### src/edap_pkg.sv
// Shared constants and carrier types for the external DRAM access port.
// Assumes the port clock is the input clock itself, so one mclk period is one input-clock period.
package edap_pkg;

	// ************************************************************
	// Geometry
	// ************************************************************
	localparam int ADDR_W         = 23;                // Halfword address lines
	localparam int HW_W           = 16;                // Data lines per access
	localparam int LINE_BITS      = 128;               // Buffered line width
	localparam int HW_PER_LINE    = LINE_BITS / HW_W;  // Halfwords per line
	localparam int IDX_W          = $clog2(HW_PER_LINE);
	localparam int BYTES_PER_LINE = LINE_BITS / 8;
	localparam int TAG_W          = ADDR_W - IDX_W;
	localparam int BE_UPPER       = 1;                 // Byte enable bit of the upper lane
	localparam int BE_LOWER       = 0;                 // Byte enable bit of the lower lane

	// ************************************************************
	// Timing
	// ************************************************************
	localparam int CLK_HZ          = 25_000_000;
	localparam int INPUT_CLOCK_HZ        = 25_000_000;
	localparam int LINE_LAT_MIN    = 3;                // Input-clock periods, line change, least
	localparam int LINE_LAT_MAX    = 7;                // Input-clock periods, line change, most
	localparam int LAT_MIN_CYC     = (LINE_LAT_MIN * CLK_HZ + INPUT_CLOCK_HZ - 1) / INPUT_CLOCK_HZ;
	localparam int LAT_MAX_CYC     = (LINE_LAT_MAX * CLK_HZ) / INPUT_CLOCK_HZ;
	localparam int CNT_W           = $clog2(LAT_MAX_CYC + 1) + 1;
	localparam logic [CNT_W-1:0] CNT_START  = CNT_W'(1);
	localparam logic [CNT_W-1:0] CNT_SETTLE = CNT_W'(LAT_MIN_CYC - 1);

	// ************************************************************
	// Carrier types
	// ************************************************************
	typedef struct packed {
		logic              rd;     // High for read
		logic              ub_n;   // Upper byte strobe, active low
		logic              lb_n;   // Lower byte strobe, active low
		logic [ADDR_W-1:0] addr;   // Halfword address
	} edap_req_type;

	typedef struct packed {
		logic                      we;    // High for line write
		logic [TAG_W-1:0]          tag;   // Line address
		logic [LINE_BITS-1:0]      data;  // Line data
		logic [BYTES_PER_LINE-1:0] mask;  // Bytes to write
	} edap_dram_cmd_type;

endpackage

### src/edap_port.sv
// Top of the external DRAM access port: hold handshake, access sequencing and memory-controller requests.
// Assumes the memory controller answers a line command with a one-cycle ack while the request stays high.
//
// Function
// [RULE1] Select low, direction low in hold: write
// [RULE2] Write only the strobed byte lanes
// [RULE3] Drive access done low after write
// [RULE4] Gather writes in 128-bit line buffer
// [RULE5] Same-line accesses finish in one period; a read of a dirty or unfilled line goes through flush/fill first
// [RULE6] Line-change write takes three to seven periods
// [RULE7] Started access always runs to completion
// [RULE8] Master holds controls stable during waits
// [RULE9] Master raises select within one period
// [RULE10] Master drops hold after select rises
// [RULE11] Master never flips direction mid-select
// [RULE12] Master idles one period between read/write
// [RULE13] Port keeps working during CPU sleep
// [RULE14] Standby waits for current access, flush
// [RULE15] Hold request low: enter hold, grant
// [RULE16] Reads drive full halfword regardless strobes
// [RULE17] Line-change read three to seven periods
// [RULE18] Upper strobe high byte, lower low
// [RULE19] Outside hold: ignore select, float outputs
`timescale 1ns/1ps
`default_nettype none
module edap_port #(
	parameter int ADDR_W = edap_pkg::ADDR_W
) (
	// Clock and reset
	input  wire logic                          mclk,
	input  wire logic                          srst,
	// Hold handshake
	input  wire logic                          hold_request_n,
	output logic                               hold_grant_n,
	// External access pins
	input  wire logic                          cs_n,
	input  wire logic                          rd_wr_n,
	input  wire logic                          upper_byte_strobe_n,
	input  wire logic                          lower_byte_strobe_n,
	input  wire logic [ADDR_W-1:0]             addr,
	input  wire logic [edap_pkg::HW_W-1:0]     data_in,
	output logic      [edap_pkg::HW_W-1:0]     data_out,
	output logic                               data_oe,
	output logic                               access_done_n,
	output logic                               access_done_oe,
	// Memory controller
	output logic                               dram_req,
	output edap_pkg::edap_dram_cmd_type        dram_cmd,
	input  wire logic                          dram_ack,
	input  wire logic [edap_pkg::LINE_BITS-1:0] dram_rdata,
	// Power management
	input  wire logic                          standby_req,
	output logic                               standby_ready
);
	typedef enum logic [2:0] {ST_IDLE, ST_FLUSH, ST_FILL, ST_SETTLE, ST_DONE} edap_state_type;

	edap_state_type                  state_r, state_nxt;
	edap_pkg::edap_req_type          req_r, req_nxt;
	logic [edap_pkg::CNT_W-1:0]      cnt_r, cnt_nxt;
	logic                            hold_r, hold_nxt;
	logic                            stby_flush_r, stby_flush_nxt;
	logic [edap_pkg::HW_W-1:0]       dout_nxt;
	logic                            dram_req_nxt;
	edap_pkg::edap_dram_cmd_type     dram_cmd_nxt;
	logic                            ready_nxt;

	edap_pkg::edap_req_type          pin_req;
	logic                            take;
	logic                            fill, retag, flushed, wr;
	logic [edap_pkg::IDX_W-1:0]      wr_idx;
	logic [edap_pkg::HW_W-1:0]       wr_data;
	logic [1:0]                      wr_be;
	logic [edap_pkg::LINE_BITS-1:0]  line_data;
	logic [edap_pkg::BYTES_PER_LINE-1:0] line_mask;
	logic [edap_pkg::TAG_W-1:0]      line_tag;
	logic                            line_valid, line_dirty;
	logic                            pin_hit_wr, pin_hit_rd;

	// ************************************************************
	// Line buffer
	// ************************************************************
	edap_line_buf u_buf (
		.mclk       (mclk),
		.srst       (srst),
		.fill       (fill),
		.retag      (retag),
		.flushed    (flushed),
		.new_tag    (req_r.addr[ADDR_W-1:edap_pkg::IDX_W]),
		.fill_data  (dram_rdata),
		.wr         (wr),
		.wr_idx     (wr_idx),
		.wr_data    (wr_data),
		.wr_be      (wr_be),
		.line_data  (line_data),
		.line_mask  (line_mask),
		.line_tag   (line_tag),
		.line_valid (line_valid),
		.line_dirty (line_dirty)
	);

	// ************************************************************
	// Request decode
	// ************************************************************
	// Pins packed into one request; select counts only in hold and when not entering standby
	always_comb begin
		pin_req.rd   = rd_wr_n;
		pin_req.ub_n = upper_byte_strobe_n;
		pin_req.lb_n = lower_byte_strobe_n;
		pin_req.addr = addr;
		take         = hold_r && !cs_n && (state_r == ST_IDLE) && !standby_req; // RULE1 RULE19 RULE14
		pin_hit_wr   = (line_tag == addr[ADDR_W-1:edap_pkg::IDX_W]); // Writes gather into the same-tag line, filled or not
		pin_hit_rd   = pin_hit_wr && line_valid && !line_dirty; // Reads need a clean filled line
	end

	// ************************************************************
	// Access sequencer
	// ************************************************************
	// Hits finish next edge; line changes wait for the controller and the least latency
	always_comb begin
		state_nxt      = state_r;
		req_nxt        = req_r;
		cnt_nxt        = cnt_r + 1'b1;
		stby_flush_nxt = stby_flush_r;
		fill           = 1'b0;
		retag          = 1'b0;
		flushed        = 1'b0;
		wr             = 1'b0;
		wr_idx         = req_r.addr[edap_pkg::IDX_W-1:0];
		wr_data        = data_in;
		wr_be          = {!req_r.ub_n, !req_r.lb_n};
		case (state_r)
			ST_IDLE: begin
				cnt_nxt = edap_pkg::CNT_START;
				if (take) begin
					req_nxt = pin_req;
					if (pin_req.rd ? pin_hit_rd : pin_hit_wr) begin
						state_nxt = ST_DONE; // RULE5 RULE17
						wr        = !pin_req.rd; // RULE4
						wr_idx    = addr[edap_pkg::IDX_W-1:0];
						wr_be     = {!upper_byte_strobe_n, !lower_byte_strobe_n};
					end else if (line_dirty) begin
						state_nxt = ST_FLUSH;
					end else if (pin_req.rd) begin
						state_nxt = ST_FILL;
					end else begin
						state_nxt = ST_SETTLE; // RULE6
					end
				end else if (standby_req && line_dirty) begin
					state_nxt      = ST_FLUSH; // RULE14
					stby_flush_nxt = 1'b1;
				end
			end
			ST_FLUSH: begin
				if (dram_ack) begin
					flushed = 1'b1;
					if (stby_flush_r) begin
						state_nxt      = ST_IDLE;
						stby_flush_nxt = 1'b0;
					end else begin
						state_nxt = req_r.rd ? ST_FILL : ST_SETTLE;
					end
				end
			end
			ST_FILL: begin
				if (dram_ack) begin
					fill      = 1'b1;
					state_nxt = ST_SETTLE; // RULE17
				end
			end
			ST_SETTLE: begin
				// Write misses open the new line first, after a flush too, then take the data
				retag = !req_r.rd && (line_tag != req_r.addr[ADDR_W-1:edap_pkg::IDX_W]);
				if ((cnt_r >= edap_pkg::CNT_SETTLE) && !retag) begin
					state_nxt = ST_DONE; // RULE6 RULE7
					wr        = !req_r.rd; // RULE4
				end
			end
			ST_DONE: begin
				state_nxt = ST_IDLE;
			end
			default: begin
				state_nxt = ST_IDLE;
			end
		endcase
	end

	// ************************************************************
	// Pin outputs and hold
	// ************************************************************
	// Hold is entered at once but left only with the sequencer idle
	always_comb begin
		hold_nxt = hold_r;
		if (!hold_request_n) begin
			hold_nxt = 1'b1; // RULE15
		end else if ((state_r == ST_IDLE) && !take) begin
			hold_nxt = 1'b0; // RULE7
		end
		dout_nxt = data_out;
		if ((state_nxt == ST_DONE) && (state_r != ST_DONE)) begin
			dout_nxt = (state_r == ST_IDLE) ? line_data[addr[edap_pkg::IDX_W-1:0]*edap_pkg::HW_W +: edap_pkg::HW_W]
			                                : line_data[wr_idx*edap_pkg::HW_W +: edap_pkg::HW_W]; // RULE16
		end
		ready_nxt = standby_req && (state_r == ST_IDLE) && !take && !line_dirty; // RULE14
	end

	// ************************************************************
	// Memory controller command
	// ************************************************************
	// Request stays high while a flush or fill is pending
	always_comb begin
		dram_req_nxt      = (state_nxt == ST_FLUSH) || (state_nxt == ST_FILL);
		dram_cmd_nxt      = dram_cmd;
		if (state_nxt == ST_FLUSH) begin
			dram_cmd_nxt.we   = 1'b1;
			dram_cmd_nxt.tag  = line_tag;
			dram_cmd_nxt.data = line_data;
			dram_cmd_nxt.mask = line_mask; // RULE2
		end else if (state_nxt == ST_FILL) begin
			dram_cmd_nxt.we   = 1'b0;
			dram_cmd_nxt.tag  = req_r.rd && (state_r != ST_IDLE) ? req_r.addr[ADDR_W-1:edap_pkg::IDX_W]
			                                                     : addr[ADDR_W-1:edap_pkg::IDX_W];
			dram_cmd_nxt.mask = '0;
		end
	end

	// Registers; this logic runs on the port clock, untouched by CPU sleep
	always_ff @(posedge mclk) begin // RULE13
		if (srst) begin
			state_r        <= ST_IDLE;
			req_r          <= '0;
			cnt_r          <= '0;
			hold_r         <= 1'b0;
			stby_flush_r   <= 1'b0;
			hold_grant_n   <= 1'b1;
			data_out       <= '0;
			data_oe        <= 1'b0;
			access_done_n  <= 1'b1;
			access_done_oe <= 1'b0;
			dram_req       <= 1'b0;
			dram_cmd       <= '0;
			standby_ready  <= 1'b0;
		end else begin
			state_r        <= state_nxt;
			req_r          <= req_nxt;
			cnt_r          <= cnt_nxt;
			hold_r         <= hold_nxt;
			stby_flush_r   <= stby_flush_nxt;
			hold_grant_n   <= !hold_nxt; // RULE15
			data_out       <= dout_nxt;
			data_oe        <= hold_nxt && !cs_n && rd_wr_n; // RULE16 RULE19
			access_done_n  <= (state_nxt != ST_DONE); // RULE3
			access_done_oe <= hold_nxt && !cs_n; // RULE19
			dram_req       <= dram_req_nxt;
			dram_cmd       <= dram_cmd_nxt;
			standby_ready  <= ready_nxt;
		end
	end

endmodule // edap_port
`default_nettype wire

### src/edap_line_buf.sv
// 128-bit line buffer of the bus interface unit with per-byte dirty marks.
// Assumes the owner never asks for fill, retag and write in the same cycle.
// line_valid means the line was filled from memory; a retagged line holds only strobed bytes.
`timescale 1ns/1ps
`default_nettype none
module edap_line_buf #(
	parameter int LINE_BITS = edap_pkg::LINE_BITS,
	parameter int HW_W      = edap_pkg::HW_W,
	parameter int TAG_W     = edap_pkg::TAG_W,
	parameter int IDX_W     = edap_pkg::IDX_W
) (
	// Clock and reset
	input  wire logic                   mclk,
	input  wire logic                   srst,
	// Control
	input  wire logic                   fill,
	input  wire logic                   retag,
	input  wire logic                   flushed,
	input  wire logic [TAG_W-1:0]       new_tag,
	input  wire logic [LINE_BITS-1:0]   fill_data,
	input  wire logic                   wr,
	input  wire logic [IDX_W-1:0]       wr_idx,
	input  wire logic [HW_W-1:0]        wr_data,
	input  wire logic [1:0]             wr_be,
	// State
	output logic [LINE_BITS-1:0]        line_data,
	output logic [LINE_BITS/8-1:0]      line_mask,
	output logic [TAG_W-1:0]            line_tag,
	output logic                        line_valid,
	output logic                        line_dirty
);
	localparam int NHW = LINE_BITS / HW_W;

	logic [TAG_W-1:0] tag_r;
	logic [TAG_W-1:0] tag_nxt;
	logic             valid_r;
	logic             valid_nxt;

	// ************************************************************
	// Tag and valid
	// ************************************************************
	// New line address on fill or retag
	always_comb begin
		tag_nxt   = tag_r;
		valid_nxt = valid_r;
		if (fill) begin
			tag_nxt   = new_tag;
			valid_nxt = 1'b1; // Line now mirrors memory
		end else if (retag) begin
			tag_nxt   = new_tag;
			valid_nxt = 1'b0; // Unstrobed bytes are stale, not readable
		end
	end

	always_ff @(posedge mclk) begin
		if (srst) begin
			tag_r   <= '0;
			valid_r <= 1'b0;
		end else begin
			tag_r   <= tag_nxt;
			valid_r <= valid_nxt;
		end
	end

	// ************************************************************
	// Halfword lanes
	// ************************************************************
	for (genvar k = 0; k < NHW; k++) begin : g_hw
		logic [HW_W-1:0] d_r;
		logic [HW_W-1:0] d_nxt;
		logic [1:0]      m_r;
		logic [1:0]      m_nxt;

		// Fill loads every byte clean; writes change only strobed bytes and mark them dirty
		always_comb begin
			d_nxt = d_r;
			m_nxt = m_r;
			if (fill) begin
				d_nxt = fill_data[k*HW_W +: HW_W];
				m_nxt = 2'b00;
			end else if (retag || flushed) begin
				m_nxt = 2'b00;
			end
			if (wr && (wr_idx == IDX_W'(k))) begin
				if (wr_be[edap_pkg::BE_UPPER]) begin
					d_nxt[HW_W-1:HW_W/2]          = wr_data[HW_W-1:HW_W/2]; // RULE2 RULE18
					m_nxt[edap_pkg::BE_UPPER]     = 1'b1;
				end
				if (wr_be[edap_pkg::BE_LOWER]) begin
					d_nxt[HW_W/2-1:0]             = wr_data[HW_W/2-1:0]; // RULE2 RULE18
					m_nxt[edap_pkg::BE_LOWER]     = 1'b1;
				end
			end
		end

		always_ff @(posedge mclk) begin
			if (srst) begin
				d_r <= '0;
				m_r <= 2'b00;
			end else begin
				d_r <= d_nxt;
				m_r <= m_nxt;
			end
		end

		assign line_data[k*HW_W +: HW_W] = d_r;
		assign line_mask[2*k +: 2]       = m_r;
	end

	// Status outputs
	assign line_tag   = tag_r;
	assign line_valid = valid_r;
	assign line_dirty = |line_mask;

endmodule // edap_line_buf
`default_nettype wire

### config.mk
export PLATFORM = sky130hd
export DESIGN_NAME = edap_port
export DESIGN_NICKNAME = d
export VERILOG_FILES = /design/src/edap_pkg.sv /design/src/edap_port.sv /design/src/edap_line_buf.sv
export SDC_FILE = /design/constraint.sdc
export NUM_CORES = 1
export LEC_CHECK = 0
export BUFFER_PORTS_ARGS = -buffer_cell sky130_fd_sc_hd__buf_4
export CORE_MARGIN = 5
export CORE_UTILIZATION = 45
export CTS_BUF_LIST = sky130_fd_sc_hd__clkbuf_4 sky130_fd_sc_hd__clkbuf_8
export CTS_CLUSTER_DIAMETER = 80
export DETAILED_ROUTE_END_ITERATION = 12
export GPL_ROUTABILITY_DRIVEN = 0
export HOLD_SLACK_MARGIN = 0.12
export PLACE_DENSITY_LB_ADDON = 0.1
export SLEW_MARGIN = 20
export SYNTH_ARGS = -nofsm -noshare
export SYNTH_HDL_FRONTEND = slang
export SYNTH_SLANG_ARGS = --single-unit
### constraint.sdc
create_clock -name mclk -period 3.9 [get_ports mclk]
set_input_delay 0.39 -clock mclk [delete_from_list [all_inputs] [get_ports mclk]]
set_output_delay 0.39 -clock mclk [all_outputs]
set_load 0.005 [all_outputs]
==> impl_metrics.yaml, run 1 <==
worst_setup_path:
  cp-endpoint: "u_buf.g_hw[1].d_r[4]"
  cp_top_family: "simple AND/OR/NAND/NOR gates"
  rr_worst_depth: 8
  critPathKind: "primary input to flop"
  cp.required_ps: 4410
  worst-path-buf-inv: 3
  crit_fanout: 10
  worst_setup_path_start_kind: "primary input"
  crit_chain: "dlygate4sd3_1 -> buf_4 -> xor2_1 -> nor4_1 -> nand3_1 -> or4b_1 -> buf_4 -> mux2i_1 -> nand2_2 -> mux2_2"
  crit_slowest_cell: "or4b_1"
  regToRegStartpoint: "u_buf.g_hw[6].m_r[0]"
  crit_path_start: "addr[3]"
  reg2reg_to: "u_buf.g_hw[1].d_r[4]"
  arrival_ps: 4240
  worstSetupEndpointType: "flop"
  path_common_cell: "buf_4"
  critical_path_cell_count: 10
  critPathMaxStageDelay_ps: 840
  r2r_setup_slack_ps: 230
layout:
  nets: 2475
  multi_input_area_um2: 8857
  drive_gt1_frac: 0.2943
  area_delta_synth_final_pct: 32.15
  fillers: 3442
  regArea_um2: 7747
pwr:
  vdd.ir_drop.worst_mv: 0.3861
  netSwitchingFraction: 0.3341
  power_density_nw_per_um2: 507.6
  total_power_w: 0.01149
  power.switching_w: 0.003841
  clkPwrFrac: 0.344
  comb_power_share: 0.269
  pwr-share-seq: 0.387
  p_int_w: 0.007654
  leakage_nw: 9.007
run:
  maxCapViolCount: 0
die:
  initial_core_util: 0.4550
  die_h_um: 205.2
  fp.dieArea_um2: 42090
  design.portCount: 363
  core-area_um2: 37670
  rows: 71
  fp.dieW_um: 205.2
routing:
  drc: 0
  drtPass1Iterations: 5
  ant_nets: 0
  routed_via_density: 5.508
  drt_iter0_drc: 1434
  post_drt_wl_per_cell_um: 22.10
  vias: 15730
  wirelength_mm: 63.10
yosys:
  syn_area_um2: 17140
  synth_cell_types: 51
  syn-num-nets: 2070
  synth_edf_count: 0
  synth.largest_area_cell: "dfxtp_1"
  async_flop_share: 0
  synth.avg_cell_area_um2: 9.058
  synth_seq_area_share: 0.4521
  synth_area_leaders: "dfxtp_1 (45%), mux2i_1 (10%), nand2_1 (8.4%)"
  synth_warnings: 0
  ys.flop_type: "dfxtp_1"
  synthDominantCellAreaShare: 0.4521
  synth_cells: 1892
  synth-seq-cells: 387
clock_tree:
  cts_made_buffers: 67
  cts_tree: "done"
  clk_pin_slew_ps: 60
  clk_latency_ps: 620
  cts_sinks: 387
  htreeDepth: 3
  cts_resized: 0
  clockBufferDepth: 3
  cts-root-buf: "clkbuf_8"
  post_cts_buffers: 0
timing:
  tightestPinTransition_ps: 1229
  setup_tns_ps: 0
  fin_crit_sh: 0.9562
  fin_skew_ps: 28.19
  setup_ws_ps: 170.7
  drv_slew: 0
  hold_viol: 0
  relSlewSlack: 0.1790
  period_minus_slack_ps: 3729
  rsz0062_at_grt: "no"
  final-setup-viol-count: 0
  timing.fmax_mhz: 268.1
global_route:
  overflow: 0
  grt_max_degree: 146
  grt_pass1_vias: 15030
  grt_pass1_wl_mm: 93.42
  antenna_found_initial: 4
  grt.total_usage: 0.2904
place:
  port-buffer-count: 362
  dp_slack_ps: 104.4
  dp_hpwl_mm: 44.69
run_status:
  status: "finished clean"
worst_hold_path:
  hp-class: "primary input to flop"
## registers in the layout, summed over array words and instances, names as in the netlist
signal	count
u_buf.line_valid	1
data_oe	1
hold_r	1
stby_flush_r	1
dram_cmd	165
cnt_r	4
u_buf.g_hw.m_r	16
access_done_oe	1
req_r	26
dram_req	1
data_out	16
hold_grant_n	1
standby_ready	1
u_buf.g_hw.d_r	128
state_r	3
access_done_n	1
u_buf.line_tag	20
## metal layers
| layer | track usage | wire, um | vias to the layer above |
|---|---|---|---|
| li1 | - | - | 7350 |
| met1 | 0.4130 | 27630 | 7549 |
| met2 | 0.4380 | 28340 | 707 |
| met3 | 0.05604 | 4921 | 120 |
| met4 | 0.1110 | 2212 | 0 |
| met5 | 0 | 0 | - |
## power groups by stage
stage | clock, W | combinational (W) | sequential (W)
2_1_floorplan | 0 | 0.00186 | 0.00442
3_3_place_gp | 0 | 0.00299 | 0.00452
3_5_place_dp | 0 | 0.00301 | 0.00452
4_1_cts | 0.00403 | 0.00309 | 0.00444
5_1_grt | 0.00420 | 0.00331 | 0.00447
6_report | 0.00395 | 0.00309 | 0.00445
## layout by cell type (no fill, tap or decap), types with 19 or more instances in the layout
cell type	count
dlygate4sd3_1	77
mux2_2	111
nand2_1	384
mux4_2	32
nor2_1	161
a21o_1	19
xor2_1	21
clkbuf_8	84
clkbuf_4	21
a21oi_1	198
o21ai_0	25
mux2i_1	170
buf_4	386
a31oi_1	20
dfxtp_1	387
xnor2_1	21
nand3_1	56
## logic make-up (layout without fill, tap and decap cells)
family | after synthesis | after routing | share of synthesized area
AOI/OAI and AO/OA | 311 | 311 | 0.1045
xor gates and xnor gates | 42 | 42 | 0.02146
adders and majority gates | 2 | 2 | 0.001460
buffers and inverters | 149 | 598 | 0.03519
DFF | 387 | 387 | 0.4521
muxes | 319 | 319 | 0.2181
other | 0 | 3 | 0
and+or+nand+nor | 682 | 682 | 0.1672
## metrics by stage
| step | utilization | instances | cell area [um^2] | hold WS, ps |
|---|---|---|---|---|
| 2_1_floorplan | - | 1892 | 17140 | 441.0 |
| 5_1_grt | 0.6012 | 2855 | 22650 | 154.0 |
| 6_report | 0.6012 | 2855 | 22650 | 157.4 |
| 4_1_cts | 0.6010 | 2852 | 22640 | 120.9 |
| 3_3_place_gp | 0.5426 | 2662 | 20440 | 444.3 |
| 3_5_place_dp | 0.5428 | 2662 | 20440 | 447.2 |
## cell usage after synthesis (19+ instances only)
cell type,instances
a21o_1,19
mux4_2,32
buf_1,19
nand3_1,56
a31oi_1,20
nor2_1,162
buf_2,29
mux2_2,111
xnor2_1,21
a21oi_1,200
xor2_1,21
o21ai_0,25
dfxtp_1,387
clkbuf_1,92
mux2i_1,172
nand2_1,384
## worst min path at each step
stage	startpoint	endpoint	slack, ps	depth (start not counted)
floorplan	u_buf.g_hw[5].d_r[4]	dram_cmd[100]	440	2
global placement	dram_cmd[70]	dram_cmd[70]	440	2
detailed placement	dram_cmd[128]	dram_cmd[128]	450	2
CTS	dram_rdata[34]	u_buf.g_hw[2].d_r[2]	120	4
global route	dram_rdata[90]	u_buf.g_hw[5].d_r[10]	150	4
finish	dram_rdata[19]	u_buf.g_hw[1].d_r[3]	160	4
## cell type report
cell class | instances | area share
Multi-Input combinational cell | 1356 | 0.3911
Timing Repair Buffer | 477 | 0.1741
Tap cell | 511 | 0.02823
Antenna cell | 3 | 0.0003315
Inverter | 8 | 0.001326
Sequential cell | 387 | 0.3421
Clock inverter | 8 | 0.004751
Clock buffer | 105 | 0.05801
## worst reg2reg max path, cell delays in order, from the launching register on
cell and delay, ps:
dfxtp_1 390, nor4_1 340, nand4_1 330, o21ai_0 230, or4b_1 760, buf_4 300, mux2i_1 500, nand2_2 350
mux2_2 360
## timing repair
item                                    in CTS  in global routing
endpoints found under the hold margin       83                  0
endpoints found under the setup margin       0                  0
hold buffers                                77                  0
Power figures use the tool's default switching activity.
==> run 2, diff against run 1 <==
--- a/config.mk
+++ b/config.mk
@@ -17,4 +17,5 @@
 export SLEW_MARGIN = 20
 export SYNTH_ARGS = -nofsm -noshare
 export SYNTH_HDL_FRONTEND = slang
+export SYNTH_HIERARCHICAL = 1
 export SYNTH_SLANG_ARGS = --single-unit
==> run 2 against run 1 <==
Effect of this change:
- largest cell class unchanged
- first-iteration DRC count is 24% lower
- non-clock buffer count shrank 39
- sequential share of layout area increased by 0.70 points
- setup slack worse by 85 ps
- combinational power down 40%
- power fell by 13%
- critical path depth shrank 1
==> impl_metrics.yaml, run 2 <==
yosys:
  synth_cell_types: 67
  synth.area.mux_share: 0.1419
  synthXorXnorAreaFrac: 0.02165
  synth-simple-area-share: 0.1814
  synth.largest_area_cell: "dfxtp_1"
  async_flop_share: 0
  synth_compound_area_frac: 0.1512
  synth_cells: 1907
  ys_top_cells_by_count: "dfxtp_1 (387), nand2_1 (385), a21oi_1 (212)"
  synth_seq_area_share: 0.4366
  synth_area_leaders: "dfxtp_1 (44%), mux2i_1 (9.4%), nand2_1 (8.1%)"
  synthDominantCellAreaShare: 0.4366
  synth.avg_cell_area_um2: 9.305
  syn_area_um2: 17740
  syn-num-nets: 2085
  synth.most_common_cell: "dfxtp_1"
  ys.flop_type: "dfxtp_1"
  synth-seq-cells: 387
  synthAdderAreaFrac: 0.001410
  synth_warnings: 6
  synth_top_family_by_area: "simple AND/OR/NAND/NOR gates"
  synth_edf_count: 0
worst_setup_path:
  crit_chain: "nor4_1 -> nand4_1 -> o21ai_0 -> or4b_1 -> mux2_2 -> buf_12 -> or3b_1 -> nor2_1 -> a211oi_1"
  worstSetupEndpointType: "flop"
  regToRegStartpoint: "u_buf/g_hw[3].m_r[1]"
  worst_setup_path_start_kind: "flop"
  critPathMaxStageDelay_ps: 690
  rr_worst_depth: 9
  arrival_ps: 4300
  cp_top_family: "simple AND/OR/NAND/NOR gates"
  crit_fanout: 49
  critPathKind: "flop to flop"
  reg2reg_to: "u_buf/g_hw[5].d_r[8]"
  r2r_setup_slack_ps: 90
  cp.required_ps: 4380
  crit_slowest_cell: "or4b_1"
  worst-path-buf-inv: 1
die:
  design.portCount: 363
  fp.dieW_um: 208.6
  fp.dieArea_um2: 43500
  die_h_um: 208.6
  core-area_um2: 38830
  initial_core_util: 0.4570
  rows: 72
layout:
  final_cell_mix: "buf_4 (390), dfxtp_1 (387), nand2_1 (385), a21oi_1 (212), mux2i_1 (165)"
  final_common_cell: "buf_4"
  drive_gt1_frac: 0.2757
  top_register: "dram_cmd"
  final_util: 0.5716
  reg_top3: "dram_cmd: 165 flops, u_buf/g_hw.d_r: 128 flops, req_r: 26 flops"
  nets: 2436
  largest_register_ffs: 165
  diodes: 0
  fillers: 3530
  area_delta_synth_final_pct: 25.08
global_route:
  overflow: 0
  grt_pass1_wl_mm: 96.20
  grt_max_degree: 112
  grt.total_usage: 0.2835
  antenna_found_initial: 2
  grt_pass1_vias: 15730
clock_tree:
  cts_made_buffers: 67
  cts-root-buf: "clkbuf_8"
  cts_sinks: 387
  cts_tree: "done"
  clk_pin_slew_ps: 60
  htreeDepth: 3
  clockBufferDepth: 3
  clk_latency_ps: 610
timing:
  rsz0062_at_grt: "no"
  tightestPinTransition_ps: 995.5
  final-setup-viol-count: 0
  relSlewSlack: 0.3348
  drv_slew: 0
  hold_viol: 0
  fin_crit_sh: 0.9780
  period_minus_slack_ps: 3814
  fin_skew_ps: 29.38
  setup_tns_ps: 0
  timing.fmax_mhz: 262.2
run_status:
  status: "finished clean"
routing:
  top_layer: "met5"
  drtPass1Iterations: 5
  wl_met2_mm: 33.93
  post_drt_wl_per_cell_um: 22.95
  drt_iter0_drc: 1085
  drc: 0
  met3_length_mm: 3.928
  routed_via_density: 5.579
  drt-met1-wl_mm: 24.57
  wirelength_mm: 64.76
  ant_nets: 0
  vias: 15740
worst_hold_path:
  hold_start: "dram_rdata[68]"
  min_to: "u_buf/g_hw[4].d_r[4]"
  hp-class: "primary input to flop"
  whs_path_depth: 3
pwr:
  power.switching_w: 0.002933
  clkPwrFrac: 0.387
  netSwitchingFraction: 0.2946
  power_density_nw_per_um2: 448.5
  leakage_nw: 8.347
  p_int_w: 0.007021
  comb_power_share: 0.187
  vdd.ir_drop.worst_mv: 0.2815
  pwr-share-seq: 0.426
run:
  maxCapViolCount: 0
place:
  port-buffer-count: 362
  dp_hpwl_mm: 47.20
[run 2: cell count changes after synthesis, sizes merged, moves of 20 or more]
cell | before | now
a211oi | 17 | 144
clkbuf | 92 | 63
mux2 | 115 | 10
nand3 | 56 | 5
or3b | 3 | 32
o21ai | 26 | 6
buf | 49 | 93
[run 2: repair_timing]
action,CTS,global route
endpoints found under the hold margin,38,0
endpoints found under the setup margin,0,66
hold buffers,38,0
gates resized for setup,0,1
setup buffers,0,0
[run 2: cell families after synthesis]
group           count (synthesis)
simple gates                  693
compound gates                408
flops                         387
mux                           210
buf+inv                       164
xor+xnor                       43
fa+ha+maj                       2
[run 2: final cells by class]
cell class              instances  area [um^2]  share of cell area
repair buffers                438         3503              0.1578
flip-flops and latches        387         7747              0.3491
well taps                     518        648.1             0.02920
clock inverters                 7        37.54            0.001691
inverters                       8        30.03            0.001353
clock buffers                 107         1348             0.06071
multi-input cells            1356         8881              0.4001
[run 2: worst reg2reg max path: stages, from the launching register on]
cell and delay (ps):
dfxtp_1 400, nor4_1 420, nand4_1 190, o21ai_0 350
or4b_1 690, mux2_2 600, buf_12 270, or3b_1 430
nor2_1 260, a211oi_1 90
[run 2: per-stage QoR]
stage          std cells  hold WS [ps]  instance area (um^2)  worst slack [ps]  total power, W
3_3_place_gp        2669         442.8                 20420             166.5        0.006145
3_5_place_dp        2669         447.9                 20430             99.61        0.006148
4_1_cts             2821         124.9                 22190             59.38         0.01001
5_1_grt             2821         120.1                 22200             53.98         0.01035
2_1_floorplan       1907         436.0                 17740             966.4        0.005586
6_report            2821         152.1                 22200             85.66        0.009954
[run 2: power by group through the flow]
stage	logic (W)	registers, W	clock network [W]
floorplan	0.00131	0.00428	0
finish	0.00186	0.00424	0.00385
global placement	0.00182	0.00433	0
CTS	0.00186	0.00424	0.00391
detailed placement	0.00182	0.00433	0
global route	0.00198	0.00426	0.00411
[run 2: metal layers]
metal	global-route usage	vias to the layer above
li1	-	7389
met1	0.3280	7644
met2	0.5174	572
met3	0.05999	130
met4	0.1019	4
met5	0	-
[run 2: worst max-delay path by stage]
stage	endpoint	depth (start not counted)	slack [ps]	startpoint
after floorplan	u_buf/g_hw[2].d_r[3]	11	970	u_buf/g_hw[3].m_r[1]
after global placement	u_buf/g_hw[2].d_r[11]	10	170	addr[15]
after detailed placement	u_buf/g_hw[2].d_r[10]	9	100	u_buf/g_hw[3].m_r[1]
after CTS	u_buf/g_hw[2].d_r[12]	9	60	u_buf/g_hw[3].m_r[1]
after global routing	u_buf/g_hw[5].d_r[8]	9	50	u_buf/g_hw[3].m_r[1]
final	u_buf/g_hw[5].d_r[8]	9	90	u_buf/g_hw[3].m_r[1]
